==> src/include/dtc_pkg.sv <==
// Constants, register map and types for the DRAM termination control block.
// Assumes a 100 MHz system clock and an AHB-Lite register bus.
package dtc_pkg;
   // System clock and asynchronous termination delays
   localparam int CLK_PERIOD_PS = 10000;
   localparam int ASYNC_MIN_PS = 2000;
   localparam int ASYNC_MAX_PS = 8500;
   localparam int ASYNC_MIN_RAW = (ASYNC_MIN_PS + CLK_PERIOD_PS - 1) / CLK_PERIOD_PS;
   localparam int ASYNC_MAX_RAW = ASYNC_MAX_PS / CLK_PERIOD_PS;
   localparam int ASYNC_MIN_CYC = (ASYNC_MIN_RAW < 1) ? 1 : ASYNC_MIN_RAW;
   localparam int ASYNC_MAX_CYC = (ASYNC_MAX_RAW < ASYNC_MIN_CYC) ? ASYNC_MIN_CYC : ASYNC_MAX_RAW;

   // Field widths
   localparam int RTT_NOM_W = 3;
   localparam int RTT_WR_W = 2;
   localparam int LAT_W = 5;
   localparam int CNT_W = 6;
   localparam int CPDED_W = 8;
   localparam int RFC_W = 10;
   localparam int ADDR_W = 8;
   localparam int ACNT_W = 4;

   // Latency offsets, in memory clock cycles
   localparam logic [CNT_W-1:0] ODT_LAT_SUB = 6'h02;
   localparam logic [CNT_W-1:0] LEAD_SUB = 6'h01;
   localparam logic [CNT_W-1:0] CWN_FULL_ADD = 6'h06;
   localparam logic [CNT_W-1:0] CWN_CHOP_ADD = 6'h04;
   localparam logic [CNT_W-1:0] HOLD_SHORT = 6'h04;
   localparam logic [CNT_W-1:0] HOLD_LONG = 6'h06;

   // Register byte offsets
   localparam logic [ADDR_W-1:0] REG_MODE_FIRST = 8'h00;
   localparam logic [ADDR_W-1:0] REG_MODE_SECOND = 8'h04;
   localparam logic [ADDR_W-1:0] REG_MODE_THIRD = 8'h08;
   localparam logic [ADDR_W-1:0] REG_PD_TIMING = 8'h0C;
   localparam logic [ADDR_W-1:0] REG_STATUS = 8'h10;

   // Field positions
   localparam int MF_PD_DLL_BIT = 12;
   localparam int MS_NOM_B0 = 2;
   localparam int MS_NOM_B1 = 6;
   localparam int MS_NOM_B2 = 9;
   localparam int MS_AL_LSB = 16;
   localparam int MT_WR_LSB = 9;
   localparam int MT_CWL_LSB = 16;
   localparam int PT_CPDED_LSB = 0;
   localparam int PT_RFC_LSB = 16;
   localparam int ST_TERM_BIT = 0;
   localparam int ST_WR_BIT = 1;
   localparam int ST_ASYNC_BIT = 2;
   localparam int ST_TRANS_BIT = 3;
   localparam int ST_PD_BIT = 4;
   localparam int ST_CODE_LSB = 8;

   // Reset values
   localparam logic [LAT_W-1:0] RST_CWL = 5'h05;
   localparam logic [LAT_W-1:0] RST_AL = 5'h00;
   localparam logic [RTT_NOM_W-1:0] RST_RTT_NOM = 3'h0;
   localparam logic [RTT_WR_W-1:0] RST_RTT_WR = 2'h0;
   localparam logic RST_PD_DLL = 1'h0;
   localparam logic [CPDED_W-1:0] RST_CPDED = 8'h01;
   localparam logic [RFC_W-1:0] RST_RFC = 10'h040;

   // AHB encodings
   localparam logic [2:0] HSIZE_WORD = 3'h2;
   localparam int HTRANS_ACT_BIT = 1;

   // Synchronised pin positions
   localparam int NPIN = 6;
   localparam int PIN_CK = 0;
   localparam int PIN_ODT = 1;
   localparam int PIN_CKE = 2;
   localparam int PIN_WR = 3;
   localparam int PIN_BC4 = 4;
   localparam int PIN_REF = 5;

   typedef enum logic [1:0] {MODE_SYNC, MODE_TRANS, MODE_ASYNC} dtc_mode_t;
endpackage

==> src/include/dtc_cfg_if.sv <==
// Configuration and status carrier between register file and control core.
// Assumes both ends run on the same system clock.
`timescale 1ns/1ps
`default_nettype none
interface dtc_cfg_if;
   logic [dtc_pkg::RTT_NOM_W-1:0] rtt_nom;
   logic [dtc_pkg::RTT_WR_W-1:0] rtt_wr;
   logic [dtc_pkg::LAT_W-1:0] al;
   logic [dtc_pkg::LAT_W-1:0] cwl;
   logic pd_dll_on;
   logic [dtc_pkg::CPDED_W-1:0] cpded;
   logic [dtc_pkg::RFC_W-1:0] rfc;
   logic st_term;
   logic st_wr_sel;
   logic st_async;
   logic st_trans;
   logic st_pd;
   logic [dtc_pkg::RTT_NOM_W-1:0] st_code;

   modport regs (
      output rtt_nom, rtt_wr, al, cwl, pd_dll_on, cpded, rfc,
      input st_term, st_wr_sel, st_async, st_trans, st_pd, st_code
   );
   modport core (
      input rtt_nom, rtt_wr, al, cwl, pd_dll_on, cpded, rfc,
      output st_term, st_wr_sel, st_async, st_trans, st_pd, st_code
   );
endinterface
`default_nettype wire

==> src/design/dtc_regs.sv <==
// AHB-Lite register file for the termination control block.
// Assumes a single master, zero wait states, word accesses only.
`timescale 1ns/1ps
`default_nettype none
module dtc_regs (
   input wire logic mclk,
   input wire logic rst,
   input wire logic hsel,
   input wire logic [31:0] haddr,
   input wire logic [1:0] htrans,
   input wire logic hwrite,
   input wire logic [2:0] hsize,
   input wire logic [31:0] hwdata,
   input wire logic hready,
   output logic hreadyout,
   output logic [31:0] hrdata,
   output logic hresp,
   dtc_cfg_if.regs cfg
);
   logic acc;
   logic hit;
   logic wr_pend_r, wr_pend_nxt;
   logic [dtc_pkg::ADDR_W-1:0] waddr_r, waddr_nxt;
   logic [31:0] rdata_r, rdata_nxt;
   logic [dtc_pkg::RTT_NOM_W-1:0] nom_r, nom_nxt;
   logic [dtc_pkg::RTT_WR_W-1:0] wrt_r, wrt_nxt;
   logic [dtc_pkg::LAT_W-1:0] al_r, al_nxt;
   logic [dtc_pkg::LAT_W-1:0] cwl_r, cwl_nxt;
   logic pd_dll_r, pd_dll_nxt;
   logic [dtc_pkg::CPDED_W-1:0] cpded_r, cpded_nxt;
   logic [dtc_pkg::RFC_W-1:0] rfc_r, rfc_nxt;

   assign acc = hsel && htrans[dtc_pkg::HTRANS_ACT_BIT] && hready;
   // Upper address bits must be zero; anything else is unmapped
   assign hit = (haddr[31:dtc_pkg::ADDR_W] == '0);

   always_comb begin
      wr_pend_nxt = acc && hit && hwrite && (hsize == dtc_pkg::HSIZE_WORD);
      waddr_nxt = haddr[dtc_pkg::ADDR_W-1:0];
      nom_nxt = nom_r;
      wrt_nxt = wrt_r;
      al_nxt = al_r;
      cwl_nxt = cwl_r;
      pd_dll_nxt = pd_dll_r;
      cpded_nxt = cpded_r;
      rfc_nxt = rfc_r;
      if (wr_pend_r) begin
         case (waddr_r)
            dtc_pkg::REG_MODE_FIRST: pd_dll_nxt = hwdata[dtc_pkg::MF_PD_DLL_BIT];
            dtc_pkg::REG_MODE_SECOND: begin
               nom_nxt = {hwdata[dtc_pkg::MS_NOM_B2], hwdata[dtc_pkg::MS_NOM_B1], hwdata[dtc_pkg::MS_NOM_B0]};
               al_nxt = hwdata[dtc_pkg::MS_AL_LSB +: dtc_pkg::LAT_W];
            end
            dtc_pkg::REG_MODE_THIRD: begin
               wrt_nxt = hwdata[dtc_pkg::MT_WR_LSB +: dtc_pkg::RTT_WR_W];
               cwl_nxt = hwdata[dtc_pkg::MT_CWL_LSB +: dtc_pkg::LAT_W];
            end
            dtc_pkg::REG_PD_TIMING: begin
               cpded_nxt = hwdata[dtc_pkg::PT_CPDED_LSB +: dtc_pkg::CPDED_W];
               rfc_nxt = hwdata[dtc_pkg::PT_RFC_LSB +: dtc_pkg::RFC_W];
            end
            default: ;
         endcase
      end
      // Read data is fetched in the address phase so it stands from a flop
      rdata_nxt = '0;
      if (acc && hit && !hwrite) begin
         case (haddr[dtc_pkg::ADDR_W-1:0])
            dtc_pkg::REG_MODE_FIRST: rdata_nxt[dtc_pkg::MF_PD_DLL_BIT] = pd_dll_r;
            dtc_pkg::REG_MODE_SECOND: begin
               rdata_nxt[dtc_pkg::MS_NOM_B0] = nom_r[0];
               rdata_nxt[dtc_pkg::MS_NOM_B1] = nom_r[1];
               rdata_nxt[dtc_pkg::MS_NOM_B2] = nom_r[2];
               rdata_nxt[dtc_pkg::MS_AL_LSB +: dtc_pkg::LAT_W] = al_r;
            end
            dtc_pkg::REG_MODE_THIRD: begin
               rdata_nxt[dtc_pkg::MT_WR_LSB +: dtc_pkg::RTT_WR_W] = wrt_r;
               rdata_nxt[dtc_pkg::MT_CWL_LSB +: dtc_pkg::LAT_W] = cwl_r;
            end
            dtc_pkg::REG_PD_TIMING: begin
               rdata_nxt[dtc_pkg::PT_CPDED_LSB +: dtc_pkg::CPDED_W] = cpded_r;
               rdata_nxt[dtc_pkg::PT_RFC_LSB +: dtc_pkg::RFC_W] = rfc_r;
            end
            dtc_pkg::REG_STATUS: begin
               rdata_nxt[dtc_pkg::ST_TERM_BIT] = cfg.st_term;
               rdata_nxt[dtc_pkg::ST_WR_BIT] = cfg.st_wr_sel;
               rdata_nxt[dtc_pkg::ST_ASYNC_BIT] = cfg.st_async;
               rdata_nxt[dtc_pkg::ST_TRANS_BIT] = cfg.st_trans;
               rdata_nxt[dtc_pkg::ST_PD_BIT] = cfg.st_pd;
               rdata_nxt[dtc_pkg::ST_CODE_LSB +: dtc_pkg::RTT_NOM_W] = cfg.st_code;
            end
            default: ;
         endcase
      end
   end

   always_ff @(posedge mclk) begin
      if (rst) begin
         wr_pend_r <= 1'b0;
         waddr_r <= '0;
         rdata_r <= '0;
         nom_r <= dtc_pkg::RST_RTT_NOM;
         wrt_r <= dtc_pkg::RST_RTT_WR;
         al_r <= dtc_pkg::RST_AL;
         cwl_r <= dtc_pkg::RST_CWL;
         pd_dll_r <= dtc_pkg::RST_PD_DLL;
         cpded_r <= dtc_pkg::RST_CPDED;
         rfc_r <= dtc_pkg::RST_RFC;
      end else begin
         wr_pend_r <= wr_pend_nxt;
         waddr_r <= waddr_nxt;
         rdata_r <= rdata_nxt;
         nom_r <= nom_nxt;
         wrt_r <= wrt_nxt;
         al_r <= al_nxt;
         cwl_r <= cwl_nxt;
         pd_dll_r <= pd_dll_nxt;
         cpded_r <= cpded_nxt;
         rfc_r <= rfc_nxt;
      end
   end

   assign hreadyout = 1'b1;
   assign hresp = 1'b0;
   assign hrdata = rdata_r;
   assign cfg.rtt_nom = nom_r;
   assign cfg.rtt_wr = wrt_r;
   assign cfg.al = al_r;
   assign cfg.cwl = cwl_r;
   assign cfg.pd_dll_on = pd_dll_r;
   assign cfg.cpded = cpded_r;
   assign cfg.rfc = rfc_r;
endmodule // dtc_regs
`default_nettype wire

==> src/design/dtc_term_ctrl.sv <==
// On-die termination control core of a DDR3 memory device.
// Assumes memory-clock pins arrive asynchronously and are oversampled by mclk;
// the register file sits on AHB-Lite.
`timescale 1ns/1ps
`default_nettype none
module dtc_term_ctrl #(
   parameter int ODT_HIST_DEPTH = 32
) (
   input wire logic mclk,
   input wire logic rst,
   input wire logic hsel,
   input wire logic [31:0] haddr,
   input wire logic [1:0] htrans,
   input wire logic hwrite,
   input wire logic [2:0] hsize,
   input wire logic [31:0] hwdata,
   input wire logic hready,
   output logic hreadyout,
   output logic [31:0] hrdata,
   output logic hresp,
   input wire logic sdram_ck,
   input wire logic odt_pin,
   input wire logic cke_pin,
   input wire logic wr_cmd_pin,
   input wire logic burst_chop_pin,
   input wire logic ref_cmd_pin,
   output logic term_en,
   output logic term_wr_sel,
   output logic [2:0] rtt_code,
   output logic async_mode,
   output logic trans_period
);
   localparam int HIST_IDX_W = $clog2(ODT_HIST_DEPTH);
   localparam int CNT_W = dtc_pkg::CNT_W;
   // Write history outlives the longest strength window
   localparam int WHIST_D = ODT_HIST_DEPTH + int'(dtc_pkg::CWN_FULL_ADD);

   dtc_cfg_if cfg ();

   dtc_regs u_regs (
      .mclk(mclk),
      .rst(rst),
      .hsel(hsel),
      .haddr(haddr),
      .htrans(htrans),
      .hwrite(hwrite),
      .hsize(hsize),
      .hwdata(hwdata),
      .hready(hready),
      .hreadyout(hreadyout),
      .hrdata(hrdata),
      .hresp(hresp),
      .cfg(cfg)
   );

   // Two-stage synchronisers for every pin, memory clock included
   logic [dtc_pkg::NPIN-1:0] pin_raw;
   logic [dtc_pkg::NPIN-1:0] meta_r;
   logic [dtc_pkg::NPIN-1:0] pin_s_r;

   assign pin_raw = {ref_cmd_pin, burst_chop_pin, wr_cmd_pin, cke_pin, odt_pin, sdram_ck};

   always_ff @(posedge mclk) begin
      if (rst) begin
         meta_r <= '0;
         pin_s_r <= '0;
      end else begin
         meta_r <= pin_raw;
         pin_s_r <= meta_r;
      end
   end

   // Link-side state
   logic ck_prev_r, ck_prev_nxt;
   logic cke_prev_r, cke_prev_nxt;
   logic [ODT_HIST_DEPTH-1:0] hist_r, hist_nxt;
   logic [WHIST_D-1:0] whist_r, whist_nxt;
   logic [WHIST_D-1:0] chist_r, chist_nxt;
   logic [dtc_pkg::RFC_W-1:0] rfc_left_r, rfc_left_nxt;
   logic [dtc_pkg::RFC_W-1:0] tcnt_r, tcnt_nxt;
   dtc_pkg::dtc_mode_t mode_r, mode_nxt;
   logic pend_on_r, pend_on_nxt;
   logic pend_wr_r, pend_wr_nxt;
   logic term_on_r, term_on_nxt;
   logic wr_sel_r, wr_sel_nxt;
   logic [2:0] code_r, code_nxt;
   logic [dtc_pkg::ACNT_W-1:0] acnt_r, acnt_nxt;
   logic trans_r, trans_nxt;
   logic async_r, async_nxt;
   logic pd_r, pd_nxt;

   // Decoded configuration and sampled pins
   logic rise;
   logic fall;
   logic odt_s;
   logic cke_s;
   logic wr_s;
   logic bc4_s;
   logic ref_s;
   logic dyn_en;
   logic odt_enable;
   logic [CNT_W-1:0] wl;
   logic [CNT_W-1:0] lat;
   logic wr_new;
   logic [WHIST_D:0] wr_at;
   logic [WHIST_D:0] chop_at;
   logic [WHIST_D:0] wr_hit;
   logic [HIST_IDX_W-1:0] lat_idx;
   logic [dtc_pkg::RFC_W-1:0] entry_end;

   assign rise = pin_s_r[dtc_pkg::PIN_CK] && !ck_prev_r;
   assign fall = !pin_s_r[dtc_pkg::PIN_CK] && ck_prev_r;
   assign odt_s = pin_s_r[dtc_pkg::PIN_ODT];
   assign cke_s = pin_s_r[dtc_pkg::PIN_CKE];
   assign wr_s = pin_s_r[dtc_pkg::PIN_WR];
   assign bc4_s = pin_s_r[dtc_pkg::PIN_BC4];
   assign ref_s = pin_s_r[dtc_pkg::PIN_REF];

   assign dyn_en = (cfg.rtt_wr != '0);
   assign odt_enable = (cfg.rtt_nom != '0) || dyn_en;
   // Write latency includes additive latency; both pin latencies are WL-2
   assign wl = CNT_W'(cfg.cwl) + CNT_W'(cfg.al);
   assign lat = wl - dtc_pkg::ODT_LAT_SUB;
   // Lead time before entry; entry is only known once CKE is seen low,
   // so that lead stretch is answered synchronously, which the period allows
   assign lat_idx = lat[HIST_IDX_W-1:0];
   // Commands are only decoded with CKE high
   assign wr_new = cke_s && wr_s && dyn_en;
   assign wr_at = {whist_r, wr_new};
   assign chop_at = {chist_r, bc4_s};

   // Every write keeps its own window; a later write must not cut the
   // stretch short while it still waits out its own latency
   for (genvar d = 0; d <= WHIST_D; d++) begin : g_wr_win
      logic [CNT_W-1:0] span;
      assign span = chop_at[d] ? dtc_pkg::CWN_CHOP_ADD : dtc_pkg::CWN_FULL_ADD;
      assign wr_hit[d] = wr_at[d] && (CNT_W'(d) >= lat) && (CNT_W'(d) - lat < span);
   end

   always_comb begin
      ck_prev_nxt = pin_s_r[dtc_pkg::PIN_CK];
      cke_prev_nxt = cke_prev_r;
      hist_nxt = hist_r;
      whist_nxt = whist_r;
      chist_nxt = chist_r;
      rfc_left_nxt = rfc_left_r;
      tcnt_nxt = tcnt_r;
      mode_nxt = mode_r;
      pend_on_nxt = pend_on_r;
      pend_wr_nxt = pend_wr_r;
      term_on_nxt = term_on_r;
      wr_sel_nxt = wr_sel_r;
      acnt_nxt = acnt_r;
      trans_nxt = trans_r;
      async_nxt = async_r;
      pd_nxt = pd_r;
      entry_end = '0;

      if (rise) begin
         cke_prev_nxt = cke_s;
         pd_nxt = !cke_s;
         // Pin receiver stays live in power-down
         hist_nxt = {hist_r[ODT_HIST_DEPTH-2:0], odt_s};

         // Refresh time still to run, counted in memory clocks
         if (cke_s && ref_s) begin
            rfc_left_nxt = cfg.rfc;
         end else if (rfc_left_r != '0) begin
            rfc_left_nxt = rfc_left_r - 1'b1;
         end

         whist_nxt = wr_at[WHIST_D-1:0];
         chist_nxt = chop_at[WHIST_D-1:0] & wr_at[WHIST_D-1:0];

         pend_on_nxt = hist_nxt[lat_idx] && odt_enable;
         // Write strength from WL-2 up to the return point
         pend_wr_nxt = dyn_en && (|wr_hit);

         unique case (mode_r)
            dtc_pkg::MODE_SYNC: begin
               // Entry counts as cycle zero; the lead stretch before it is excluded
               if (!cke_s && cke_prev_r && !cfg.pd_dll_on) begin
                  entry_end = (rfc_left_nxt > dtc_pkg::RFC_W'(cfg.cpded)) ?
                     rfc_left_nxt : dtc_pkg::RFC_W'(cfg.cpded);
                  tcnt_nxt = entry_end;
                  mode_nxt = dtc_pkg::MODE_TRANS;
               end
            end
            dtc_pkg::MODE_TRANS: begin
               if (cke_s) begin
                  mode_nxt = dtc_pkg::MODE_SYNC;
               end else if (tcnt_r == '0) begin
                  // End instant was the previous edge and stayed inside
                  mode_nxt = dtc_pkg::MODE_ASYNC;
               end else begin
                  tcnt_nxt = tcnt_r - 1'b1;
               end
            end
            dtc_pkg::MODE_ASYNC: begin
               if (cke_s) begin
                  mode_nxt = dtc_pkg::MODE_SYNC;
               end
            end
         endcase
         trans_nxt = (mode_nxt == dtc_pkg::MODE_TRANS);
         async_nxt = (mode_nxt == dtc_pkg::MODE_ASYNC);
      end

      if (mode_r == dtc_pkg::MODE_ASYNC) begin
         // Pin applied straight, no additive or clocked latency
         wr_sel_nxt = 1'b0;
         if ((odt_s && odt_enable) != term_on_r) begin
            if (acnt_r >= dtc_pkg::ACNT_W'(dtc_pkg::ASYNC_MIN_CYC - 1)) begin
               term_on_nxt = odt_s && odt_enable;
               acnt_nxt = '0;
            end else begin
               acnt_nxt = acnt_r + 1'b1;
            end
         end else begin
            acnt_nxt = '0;
         end
      end else begin
         acnt_nxt = '0;
         // Commit on the falling edge: half a clock after the latency count.
         // Inside the transition the synchronous answer is kept, which lies
         // within the combined async/sync window for both directions.
         if (fall) begin
            term_on_nxt = pend_on_r;
            wr_sel_nxt = pend_wr_r;
         end
      end

      if (!term_on_nxt) begin
         code_nxt = '0;
      end else if (wr_sel_nxt) begin
         code_nxt = {1'b0, cfg.rtt_wr};
      end else begin
         code_nxt = cfg.rtt_nom;
      end
   end

   always_ff @(posedge mclk) begin
      if (rst) begin
         ck_prev_r <= 1'b0;
         cke_prev_r <= 1'b0;
         hist_r <= '0;
         whist_r <= '0;
         chist_r <= '0;
         rfc_left_r <= '0;
         tcnt_r <= '0;
         mode_r <= dtc_pkg::MODE_SYNC;
         pend_on_r <= 1'b0;
         pend_wr_r <= 1'b0;
         term_on_r <= 1'b0;
         wr_sel_r <= 1'b0;
         code_r <= '0;
         acnt_r <= '0;
         trans_r <= 1'b0;
         async_r <= 1'b0;
         pd_r <= 1'b0;
      end else begin
         ck_prev_r <= ck_prev_nxt;
         cke_prev_r <= cke_prev_nxt;
         hist_r <= hist_nxt;
         whist_r <= whist_nxt;
         chist_r <= chist_nxt;
         rfc_left_r <= rfc_left_nxt;
         tcnt_r <= tcnt_nxt;
         mode_r <= mode_nxt;
         pend_on_r <= pend_on_nxt;
         pend_wr_r <= pend_wr_nxt;
         term_on_r <= term_on_nxt;
         wr_sel_r <= wr_sel_nxt;
         code_r <= code_nxt;
         acnt_r <= acnt_nxt;
         trans_r <= trans_nxt;
         async_r <= async_nxt;
         pd_r <= pd_nxt;
      end
   end

   assign term_en = term_on_r;
   assign term_wr_sel = wr_sel_r;
   assign rtt_code = code_r;
   assign async_mode = async_r;
   assign trans_period = trans_r;

   assign cfg.st_term = term_on_r;
   assign cfg.st_wr_sel = wr_sel_r;
   assign cfg.st_async = async_r;
   assign cfg.st_trans = trans_r;
   assign cfg.st_pd = pd_r;
   assign cfg.st_code = code_r;
endmodule // dtc_term_ctrl
`default_nettype wire

==> config.mk <==
export PLATFORM = sky130hd
export DESIGN_NAME = dtc_term_ctrl
export DESIGN_NICKNAME = d
export VERILOG_FILES = /design/src/include/dtc_pkg.sv /design/src/include/dtc_cfg_if.sv /design/src/design/dtc_regs.sv /design/src/design/dtc_term_ctrl.sv
export SDC_FILE = /design/constraint.sdc
export NUM_CORES = 1
export LEC_CHECK = 0
export ABC_AREA = 1
export BUFFER_PORTS_ARGS = -buffer_cell sky130_fd_sc_hd__buf_2
export CORE_ASPECT_RATIO = 1.25
export CORE_MARGIN = 2
export CORE_UTILIZATION = 66
export CTS_BUF_LIST = sky130_fd_sc_hd__clkbuf_8
export DETAILED_ROUTE_END_ITERATION = 10
export PLACE_DENSITY_LB_ADDON = 0.2
export SYNTH_ARGS = -nofsm -noshare
export SYNTH_HDL_FRONTEND = slang
export SYNTH_HIERARCHICAL = 1
export SYNTH_SLANG_ARGS = --single-unit
==> constraint.sdc <==
create_clock -name mclk -period 6.8 [get_ports mclk]
set_input_delay 1.02 -clock mclk [delete_from_list [all_inputs] [get_ports mclk]]
set_output_delay 1.02 -clock mclk [all_outputs]
set_load 0.05 [all_outputs]
# --- Word-level counts from Yosys, hierarchy flattened ---
# Index checks and enable logic that the tools add are counted.
classes:
  add_sub_neg: 44
  n_mul: 0
  div_mod_pow: 0
  magnitude_cmp: 81
  eq_ne: 16
  shift: 0
  muxes: 69
  n_bitwise: 8
  n_reduce_logical: 122
ops:
  columns: ["cell", "count"]
  rows:
  - ["6-bit by 3-bit less-than comparator with 1-bit output", 39]
  - ["5-bit by 6-bit greater-or-equal comparator with 1-bit output, first input constant", 16]
  - ["5-bit by 6-bit subtractor with 6-bit output, first input constant", 16]
  - ["1-bit logical AND", 94]
  - ["2-bit 2-to-1 mux", 45]
  - ["10-bit 2-to-1 mux", 7]
  - ["4-bit by 6-bit greater-or-equal comparator with 1-bit output, first input constant", 8]
  - ["4-bit by 6-bit subtractor with 6-bit output, first input constant", 8]
  - ["6-bit greater-or-equal comparator, first input constant", 7]
  - ["6-bit subtractor, first input constant", 7]
  - ["39-bit OR reduction", 1]
  - ["38-bit bitwise AND", 1]
  - ["8-bit by 4-bit == test with 1-bit output, second input constant", 4]
  - ["3-bit by 6-bit greater-or-equal comparator with 1-bit output, first input constant", 4]
  - ["24-bit logical NOT", 1]
  - ["3-bit by 6-bit subtractor with 6-bit output, first input constant", 4]
  - ["10-bit one-hot mux with 2 select lines", 1]
  - ["10-bit by 1-bit subtractor with 10-bit output, second input constant", 2]
  - ["8-bit by 3-bit == test with 1-bit output, second input constant", 2]
  - ["8-bit logical NOT", 2]
  - ["5-bit one-hot mux with 3 select lines", 1]
  - ["1-bit by 6-bit greater-or-equal comparator with 1-bit output, first input constant", 2]
  - ["2-bit by 6-bit greater-or-equal comparator with 1-bit output, first input constant", 2]
  - ["3-bit OR reduction", 4]
  - ["other kinds (32)", 62]
word_totals:
  ff_bits: 232
  latch_bits: 0
  ramBits: 0
  mem_bits_ro: 0
  in_bits: 80
  output_inout_bits: 41
  word_cells: 374
  mem_count: 0

# --- Depth between registers and ports, before layout ---
# Gate-level depths: netlist (run 1).
depth:
  depth_word: 8
  ltp_mapped: 25
  depth_no_buf: 25

# --- Modules after synthesis ---
# The synthesis (run 1) kept the hierarchy.
modules_own_cells:
  columns: ["module", "instances", "cells_each", "area_each_um2", "seq_area_each_um2"]
  rows:
  - ["dtc_term_ctrl", 1, 1336, 8695.8, 3062.9]
  - ["dtc_regs", 1, 364, 2713.9, 1301.2]

# --- Least setup slack after synthesis (run 1) ---
# No wires, ideal clock.
synth_path:
  path_type: "flip-flop to flip-flop"
  start: "reg u_regs.al_r (netlist bit u_regs/cfg.al[1])"
  end: "reg pend_wr_r"
  setup_time_ns: 0.131
  arrival_ns: 2.834
  required_ns: 6.669
  slack_ns: 3.835
  path_stages_with_launch: 23
  path_buffers: 0
  period_less_slack_ns: 2.965
  path_cell_list: "dfxtp_1 -> inv_1 -> ha_1 -> inv_1 -> ha_1 -> fa_1 -> inv_2 -> ha_1 -> inv_1 -> nor2_1 -> nand2_1 -> nand2_1 -> nor2_1 -> nor2_1 -> nand3_1 -> nand2_1 -> nand2_1 -> nor2_1 -> nand2_1 -> nor2_1 -> nand2_1 -> nand2_1 -> a21oi_2"
synth_between:
  elab_chain_cells: 7
  word_cells_on_any_way: 199
  cone_classes: "41 x add/sub; 78 x order compare; 80 x reduce/logical"
synth_lines:
  columns: ["item", "line", "text"]
  rows:
  - ["from (decl)", "dtc_regs.sv:27", "logic [dtc_pkg::LAT_W-1:0] al_r, al_nxt;"]
  - ["from (signal assigned)", "dtc_regs.sv:104", "al_r <= dtc_pkg::RST_AL;"]
  - ["from (signal assigned)", "dtc_regs.sv:115", "al_r <= al_nxt;"]
  - ["5-bit by 5-bit adder with 6-bit output *", "dtc_term_ctrl.sv:122", "assign wl = CNT_W'(cfg.cwl) + CNT_W'(cfg.al);"]
  - ["6-bit by 2-bit subtractor with 6-bit output *", "dtc_term_ctrl.sv:123", "assign lat = wl - dtc_pkg::ODT_LAT_SUB;"]
  - ["1-bit by 6-bit subtractor with 6-bit output (tied with other cells)", "dtc_term_ctrl.sv:137", "assign wr_hit[d] = wr_at[d] && (CNT_W'(d) >= lat) && (CNT_W'(d) - lat < span);"]
  - ["6-bit by 3-bit less-than comparator with 1-bit output / 1-bit logical AND (equally long branches)", "dtc_term_ctrl.sv:137", null]
  - ["1-bit logical AND", "dtc_term_ctrl.sv:137", null]
  - ["39-bit OR reduction *", "dtc_term_ctrl.sv:177", "pend_wr_nxt = dyn_en && (|wr_hit);"]
  - ["1-bit logical AND *", "dtc_term_ctrl.sv:177", null]
  - ["to (signal assigned)", "dtc_term_ctrl.sv:271", "pend_wr_r <= pend_wr_nxt;"]
  - ["to (decl)", "dtc_term_ctrl.sv:83", "logic pend_wr_r, pend_wr_nxt;"]
# Every way passes the cells marked *; elsewhere a longest branch is shown, timed or not.
# A chain may end at the register's enable or synchronous reset.

# --- Worst setup path in the final report (run 1) ---
# Same ends and word-level chain as after synthesis.

==> results.toml, run 1 <==
[hold_path]
whs_path_depth = 2
worstHoldEndpoint = "pin_s_r[4]"
hold_class = "register to register"
min-delay-start = "meta_r[4]"

[synthesis]
synthTopCellsByCount = "366 x nand2_1, 218 x dfxtp_1, 198 x nor2_1"
synth_area_per_cell_um2 = 6.71
async_flop_share_pct = 0
synth_cell_types = 44
synth_area_leaders = "dfxtp_1 38%, nand2_1 12%, a21oi_1 8.6%, nor2_1 6.5%, o21ai_0 6.3%"
synth_seq_cells = 218
synth_area_mm2 = 0.0114
yosys.area.top_type = "dfxtp_1"
ys_seq_area_share_pct = 38.2
synth_ff_type = "dfxtp_1"
synth_top_area_share_pct = 38.2
yosysWarnings = 6
synthMostInstantiatedCell = "nand2_1"
synth_edf_count = 0
syn_inst = 1700

[floorplanning]
fp.dieW_um = 122
die-height_um = 151
rows = 53
start_util_pct = 67.5
ios = 121
dieArea_mm2 = 0.0184
core_mm2 = 0.0169

[cts]
ctsLongestPathBuffers = 3
cts_root_buf = "clkbuf_8"
cts_resized = 0
worstSkewPairLatency_ns = 0.54
post_cts_buffers = 0
cts.reportedPaths.clkPinSlew_ns = 0.07
hold_buffers = 0
cts_num_sinks = 218
cts_tree = "yes"
ctsHtreeMaxLevel = 2
cts_made_buffers = 36

[global_routing]
antenna_found_initial = 0
use_met2_pct = 62.2
use_met3_pct = 5.38
grt_pass1_wl_mm = 49.7
grt_max_degree = 115
grtUsageMet1_pct = 37.0
grtUsageTotal_pct = 33.6
grt_pass1_vias = 10700
overflow = 0
grt_busiest_layer = "met2"

[timing]
tns_ns = 0
hold_viol_final = 0
finalCriticalPeriod_ns = 4.17
tightest_slew_ns = 1.26
fmax_mhz = 240
rsz0062_at_grt = "false"
max_slew_margin_pct = 16.1
finalSetupViolCount = 0
fin_skew_ns = 0.0182
timing.final.crit_share_pct = 61.3
finalWorstSetupSlack_ns = 2.63
slew_viol_final = 0

[pwr]
pwr-share-comb_pct = 10.5
switching_share_pct = 26.8
total_power_mw = 2.77
p_clk_share_pct = 42.2
leakagePower_nw = 5.52
worst_ir_drop_vdd_uv = 188
pwr-share-seq_pct = 47.2
switching_power_mw = 0.743
p_int_mw = 2.03
powerDensity_mw_per_mm2 = 222

[cells_and_area]
nets = 1872
utilization_pct = 73.9
synthToLayoutAreaGrowth_pct = 9.53
diodes = 0
drive_above_1_share_pct = 12.1
design_area_mm2 = 0.0125

[routing]
wl_per_cell_um = 15.5
drt_iter0_markers = 975
viasPerCell = 5.67
drc_errors = 0
postRouteAntennaNets = 0
routed_wl_mm = 31.1
dr.pass1.iters = 6
vias = 11400

[worst_setup_path]
path_class = "register to register"
startpoint_type = "register"
worstReg2RegStart = "u_regs/cfg.al[1]"
crit_path_cell_trace = "inv_1 -> ha_1 -> inv_1 -> ha_1 -> fa_1 -> inv_2 -> ha_1 -> inv_1 -> nor2_1 -> inv_1 -> nand2_1 -> nand2_1 -> nor2_1 -> nor2_1 -> nand3_1 -> nand2_1 -> nand2_1 -> nor2_1 -> nand2_1 -> nor2_1 -> nand2_1 -> nand2_1 -> a21oi_2"
rr_worst_depth = 23
critical-path-slowest-cell = "fa_1"
worstPathRequired_ns = 7.17
r2r_end = "pend_wr_r"
worstPathArrival_ns = 4.55
worstPathMaxFanout = 14
rrSetupSlack_ns = 2.63
end_kind = "register"
path_common_cell = "nand2_1"
slowest_delay_ns = 0.92

[placement]
hpwl_mm = 21.4
io_buffer_count = 96
place.gp.congestion = 0.989
place_ws_ns = 2.75
place_area_mm2 = 0.0118

[run]
cap_violations = 0

[outcome]
outcome = "finished, final reports clean"
power by group through the flow:
| stage | clock [mW] | combinational [mW] | sequential, mW |
|---|---|---|---|
| finish | 1.17 | 0.292 | 1.31 |
| global route | 1.24 | 0.328 | 1.31 |
| CTS | 1.19 | 0.287 | 1.31 |
| detailed placement | 0 | 0.285 | 1.34 |
| global placement | 0 | 0.278 | 1.34 |
| floorplan | 0 | 0.224 | 1.33 |
worst max-delay path by stage:
stage	from	depth (start not counted)	endpoint	slack, ns
global route	u_regs/cfg.al[1]	23	pend_wr_r	2.41
global placement	u_regs/cfg.al[1]	23	pend_wr_r	2.78
CTS	u_regs/cfg.al[1]	23	pend_wr_r	2.74
detailed placement	u_regs/cfg.al[1]	23	pend_wr_r	2.75
finish	u_regs/cfg.al[1]	23	pend_wr_r	2.63
floorplan	u_regs/cfg.al[1]	22	pend_wr_r	3.83
sequential cells by signal, indices dropped and copies added, names as in the netlist, 3 cells and up:
register and cells:
u_regs/hrdata 22, chist_r 38, u_regs/cfg.rfc 10, tcnt_r 10, whist_r 38, u_regs/cfg.rtt_nom 3
pin_s_r 6, u_regs/cfg.cwl 5, rfc_left_r 10, hist_r 31, meta_r 6, rtt_code 3
u_regs/waddr_r 8, u_regs/cfg.al 5, u_regs/cfg.cpded 8
kinds of logic after synthesis:
family	after synthesis	share of synthesized area, %
compound gates	372	17.2
xor+xnor	8	0.614
flops	218	38.2
other cells	2	0.0658
fa+ha+maj	33	3.68
buf+inv	287	10.8
simple gates	780	29.4
cell type report:
class	count	area, um2
Inverter	197	741
Multi-Input combinational cell	1205	5860
Fill cell	1447	4410
Clock buffer	45	619
Timing Repair Buffer	101	520
Sequential cell	218	4360
Clock inverter	19	116
Tap cell	220	275
through the flow:
stage,hold slack (ns),std cells
final,0.402,2005
after CTS,0.404,2005
after global routing,0.409,2005
after floorplan,0.388,1710
after global placement,0.390,1941
after detailed placement,0.397,1941
placed cells by master (no fill, tap or decap), drive strengths merged:
| cell | instances |
|---|---|
| a21oi | 198 |
| nor4 | 3 |
| a21boi | 3 |
| a22o | 3 |
| o221ai | 1 |
| nand2 | 390 |
| dfxtp | 218 |
| o2111ai | 1 |
| o31ai | 1 |
| nand3 | 142 |
| xor2 | 8 |
| clkinv | 5 |
| inv | 209 |
| a31o | 1 |
| a211oi | 3 |
| clkinvlp | 1 |
| or2 | 4 |
| buf | 101 |
| o22ai | 2 |
| nand4 | 15 |
| o211ai | 9 |
| ha | 32 |
| o21a | 1 |
| bufinv | 1 |
| clkbuf | 45 |
| fa | 1 |
| conb | 12 |
| nor3 | 16 |
| o21ai | 148 |
| a31oi | 1 |
| nor2 | 210 |
worst max-delay path, delay by kind of cell (launching register included):
kind,cells,cell delay (ns)
DFF,1,0.37
adders and majority gates,4,1.75
and+or+nand+nor,13,1.28
buffers and inverters,5,0.55
AOI/OAI and AO/OA,1,0.05
layer usage:
| metal | up-vias | wire length, um |
|---|---|---|
| met3 | 116 | 1940 |
| met2 | 481 | 15600 |
| met1 | 5168 | 12100 |
| met4 | 0 | 1480 |
| li1 | 5601 | - |
| met5 | - | 0 |
(Power assumes the default switching activity.)
==> run 2, diff against run 1 <==
--- a/config.mk
+++ b/config.mk
@@ -9,7 +9,7 @@
 export BUFFER_PORTS_ARGS = -buffer_cell sky130_fd_sc_hd__buf_2
 export CORE_ASPECT_RATIO = 1.25
 export CORE_MARGIN = 2
-export CORE_UTILIZATION = 66
+export CORE_UTILIZATION = 55
 export CTS_BUF_LIST = sky130_fd_sc_hd__clkbuf_8
 export DETAILED_ROUTE_END_ITERATION = 10
 export PLACE_DENSITY_LB_ADDON = 0.2
==> constraint.sdc (replaced) <==
create_clock -name mclk -period 3.7 [get_ports mclk]
set_input_delay 0.555 -clock mclk [delete_from_list [all_inputs] [get_ports mclk]]
set_output_delay 0.555 -clock mclk [all_outputs]
set_load 0.05 [all_outputs]
==> run 2 against run 1 <==
  * Sequential power rose by 84%
  * Hold slack got worse by 0.16 ns
  * Die area rose by 19%
  * Highest routed layer unchanged
  * Largest cell class unchanged
==> results.toml, run 2 (synthesis gave the netlist of run 1 again) <==
[cells_and_area]
synthToLayoutAreaGrowth_pct = 11.2
nets = 1890
largest_registers = "chist_r: 38 flops, whist_r: 38 flops, hist_r: 31 flops"
diodes = 0
drive_above_1_share_pct = 13.0
layout_commonest_cell = "nand2_1"
final_cell_mix = "365 x nand2_1, 218 x dfxtp_1, 201 x inv_1"

[timing]
finalSetupViolCount = 0
finalCriticalPeriod_ns = 3.34
tns_ns = 0
rsz0062_at_grt = "false"
timing.final.crit_share_pct = 90.2
slew_viol_final = 0
tightest_slew_ns = 0.936
max_slew_margin_pct = 37.5
hold_viol_final = 0
fmax_mhz = 300
fin_skew_ns = 0.0203

[worst_setup_path]
slowest_delay_ns = 0.48
path_common_cell = "nand2_1"
end_kind = "register"
path_class = "register to register"
startpoint_type = "register"
worstPathArrival_ns = 3.72
worstPathMaxFanout = 5
worstPathRequired_ns = 4.08
critical-path-slowest-cell = "fa_1"
crit_path_cell_trace = "inv_1 -> ha_1 -> inv_1 -> ha_1 -> fa_1 -> inv_2 -> ha_1 -> inv_1 -> nor2_1 -> nand2_1 -> nand2_2 -> nor2_1 -> nor2_1 -> nand3_1 -> nand2_1 -> nand2_1 -> nor2_1 -> nand2_1 -> nor2_1 -> nand2_1 -> nand2_1 -> a21oi_2"
worst-path-buf-inv = 4
cp_top_family = "simple AND/OR/NAND/NOR gates"

[floorplanning]
start_util_pct = 56.4
core_mm2 = 0.0202
dieArea_mm2 = 0.0219
fp.dieW_um = 133
ios = 121
die-height_um = 165
rows = 58

[routing]
drc_errors = 0
vias = 11100
wl_per_cell_um = 15.1
postRouteAntennaNets = 0
viasPerCell = 5.38
routed_wl_mm = 31.2
drt_iter0_markers = 890
dr.pass1.iters = 5

[global_routing]
grt_max_degree = 78
antenna_found_initial = 0
grt_pass1_vias = 10600
grt_pass1_wl_mm = 50.9
overflow = 0
grtUsageTotal_pct = 28.6

[run]
cap_violations = 0

[placement]
hpwl_mm = 22.3
io_buffer_count = 96
place.gp.congestion = 0.997

[cts]
ctsHtreeMaxLevel = 2
worstSkewPairLatency_ns = 0.53
hold_buffers = 0
cts_made_buffers = 37
cts_num_sinks = 218
cts_root_buf = "clkbuf_8"
cts.reportedPaths.clkPinSlew_ns = 0.06
cts_tree = "yes"
ctsLongestPathBuffers = 3

[outcome]
outcome = "finished, final reports clean"

[hold_path]
hold_class = "primary input to register"

[pwr]
worst_ir_drop_vdd_uv = 317
powerDensity_mw_per_mm2 = 399
leakagePower_nw = 5.59
total_power_mw = 5.06
## run 2: power breakdown
part	switching, mW	internal (mW)	leakage (nW)
combinational	0.354	0.187	3.41
sequential	0.0217	2.39	1.77
clock	0.953	1.16	0.411
## run 2: worst paths after layout
kind / cells after the start / startpoint / endpoint / slack (ns)
setup / recovery: 22 / u_regs/cfg.al[1] / pend_wr_r / 0.36
hold / removal: 3 / cke_pin / meta_r[2] / 0.24
setup reg to reg: 22 / u_regs/cfg.al[1] / pend_wr_r / 0.36
hold reg to reg: 2 / meta_r[5] / pin_s_r[5] / 0.40
## run 2: through the flow
step / hold WS, ns / cell area, um2 / setup slack (ns) / util [%] / std cells
floorplan: 0.388 / 11400 / 0.735 / - / 1710
global placement: 0.394 / 12000 / 0.350 / 59.0 / 2008
detailed placement: 0.396 / 12000 / 0.324 / 59.0 / 2008
CTS: 0.226 / 12700 / 0.324 / 62.6 / 2071
global route: 0.239 / 12700 / 0.0289 / 62.7 / 2071
finish: 0.241 / 12700 / 0.363 / 62.7 / 2071
## run 2: timing repair
item | 4_1_cts | 5_1_grt
resized for setup | 0 | 1
setup endpoints to repair | 0 | 1
buffers inserted | 0 | 0
## run 2: area by class of cell
cell class / count / area (um2)
multi-input cells: 1205 / 5860
flip-flops and latches: 218 / 4360
clock inverters: 15 / 71.3
clock buffers: 48 / 661
repair buffers: 118 / 648
well taps: 270 / 338
inverters: 197 / 741
fillers: 1915 / 7560
## run 2: worst register-to-register path, delay by kind of cell (launching register included)
kind / cells / cell delay [ns]
AOI/OAI and AO/OA: 1 / 0.05
DFF: 1 / 0.36
buffers and inverters: 4 / 0.33
adders and majority gates: 4 / 1.22
and+or+nand+nor: 13 / 1.25
## run 2: routing by layer
metal | up-vias | part of all wire (%) | track usage (%)
met3 | 96 | 5.9 | 4.42
met1 | 5027 | 39 | 31.4
li1 | 5623 | - | -
met5 | - | 0 | 0
met4 | 0 | 4.5 | 13.8
met2 | 402 | 51 | 53.6
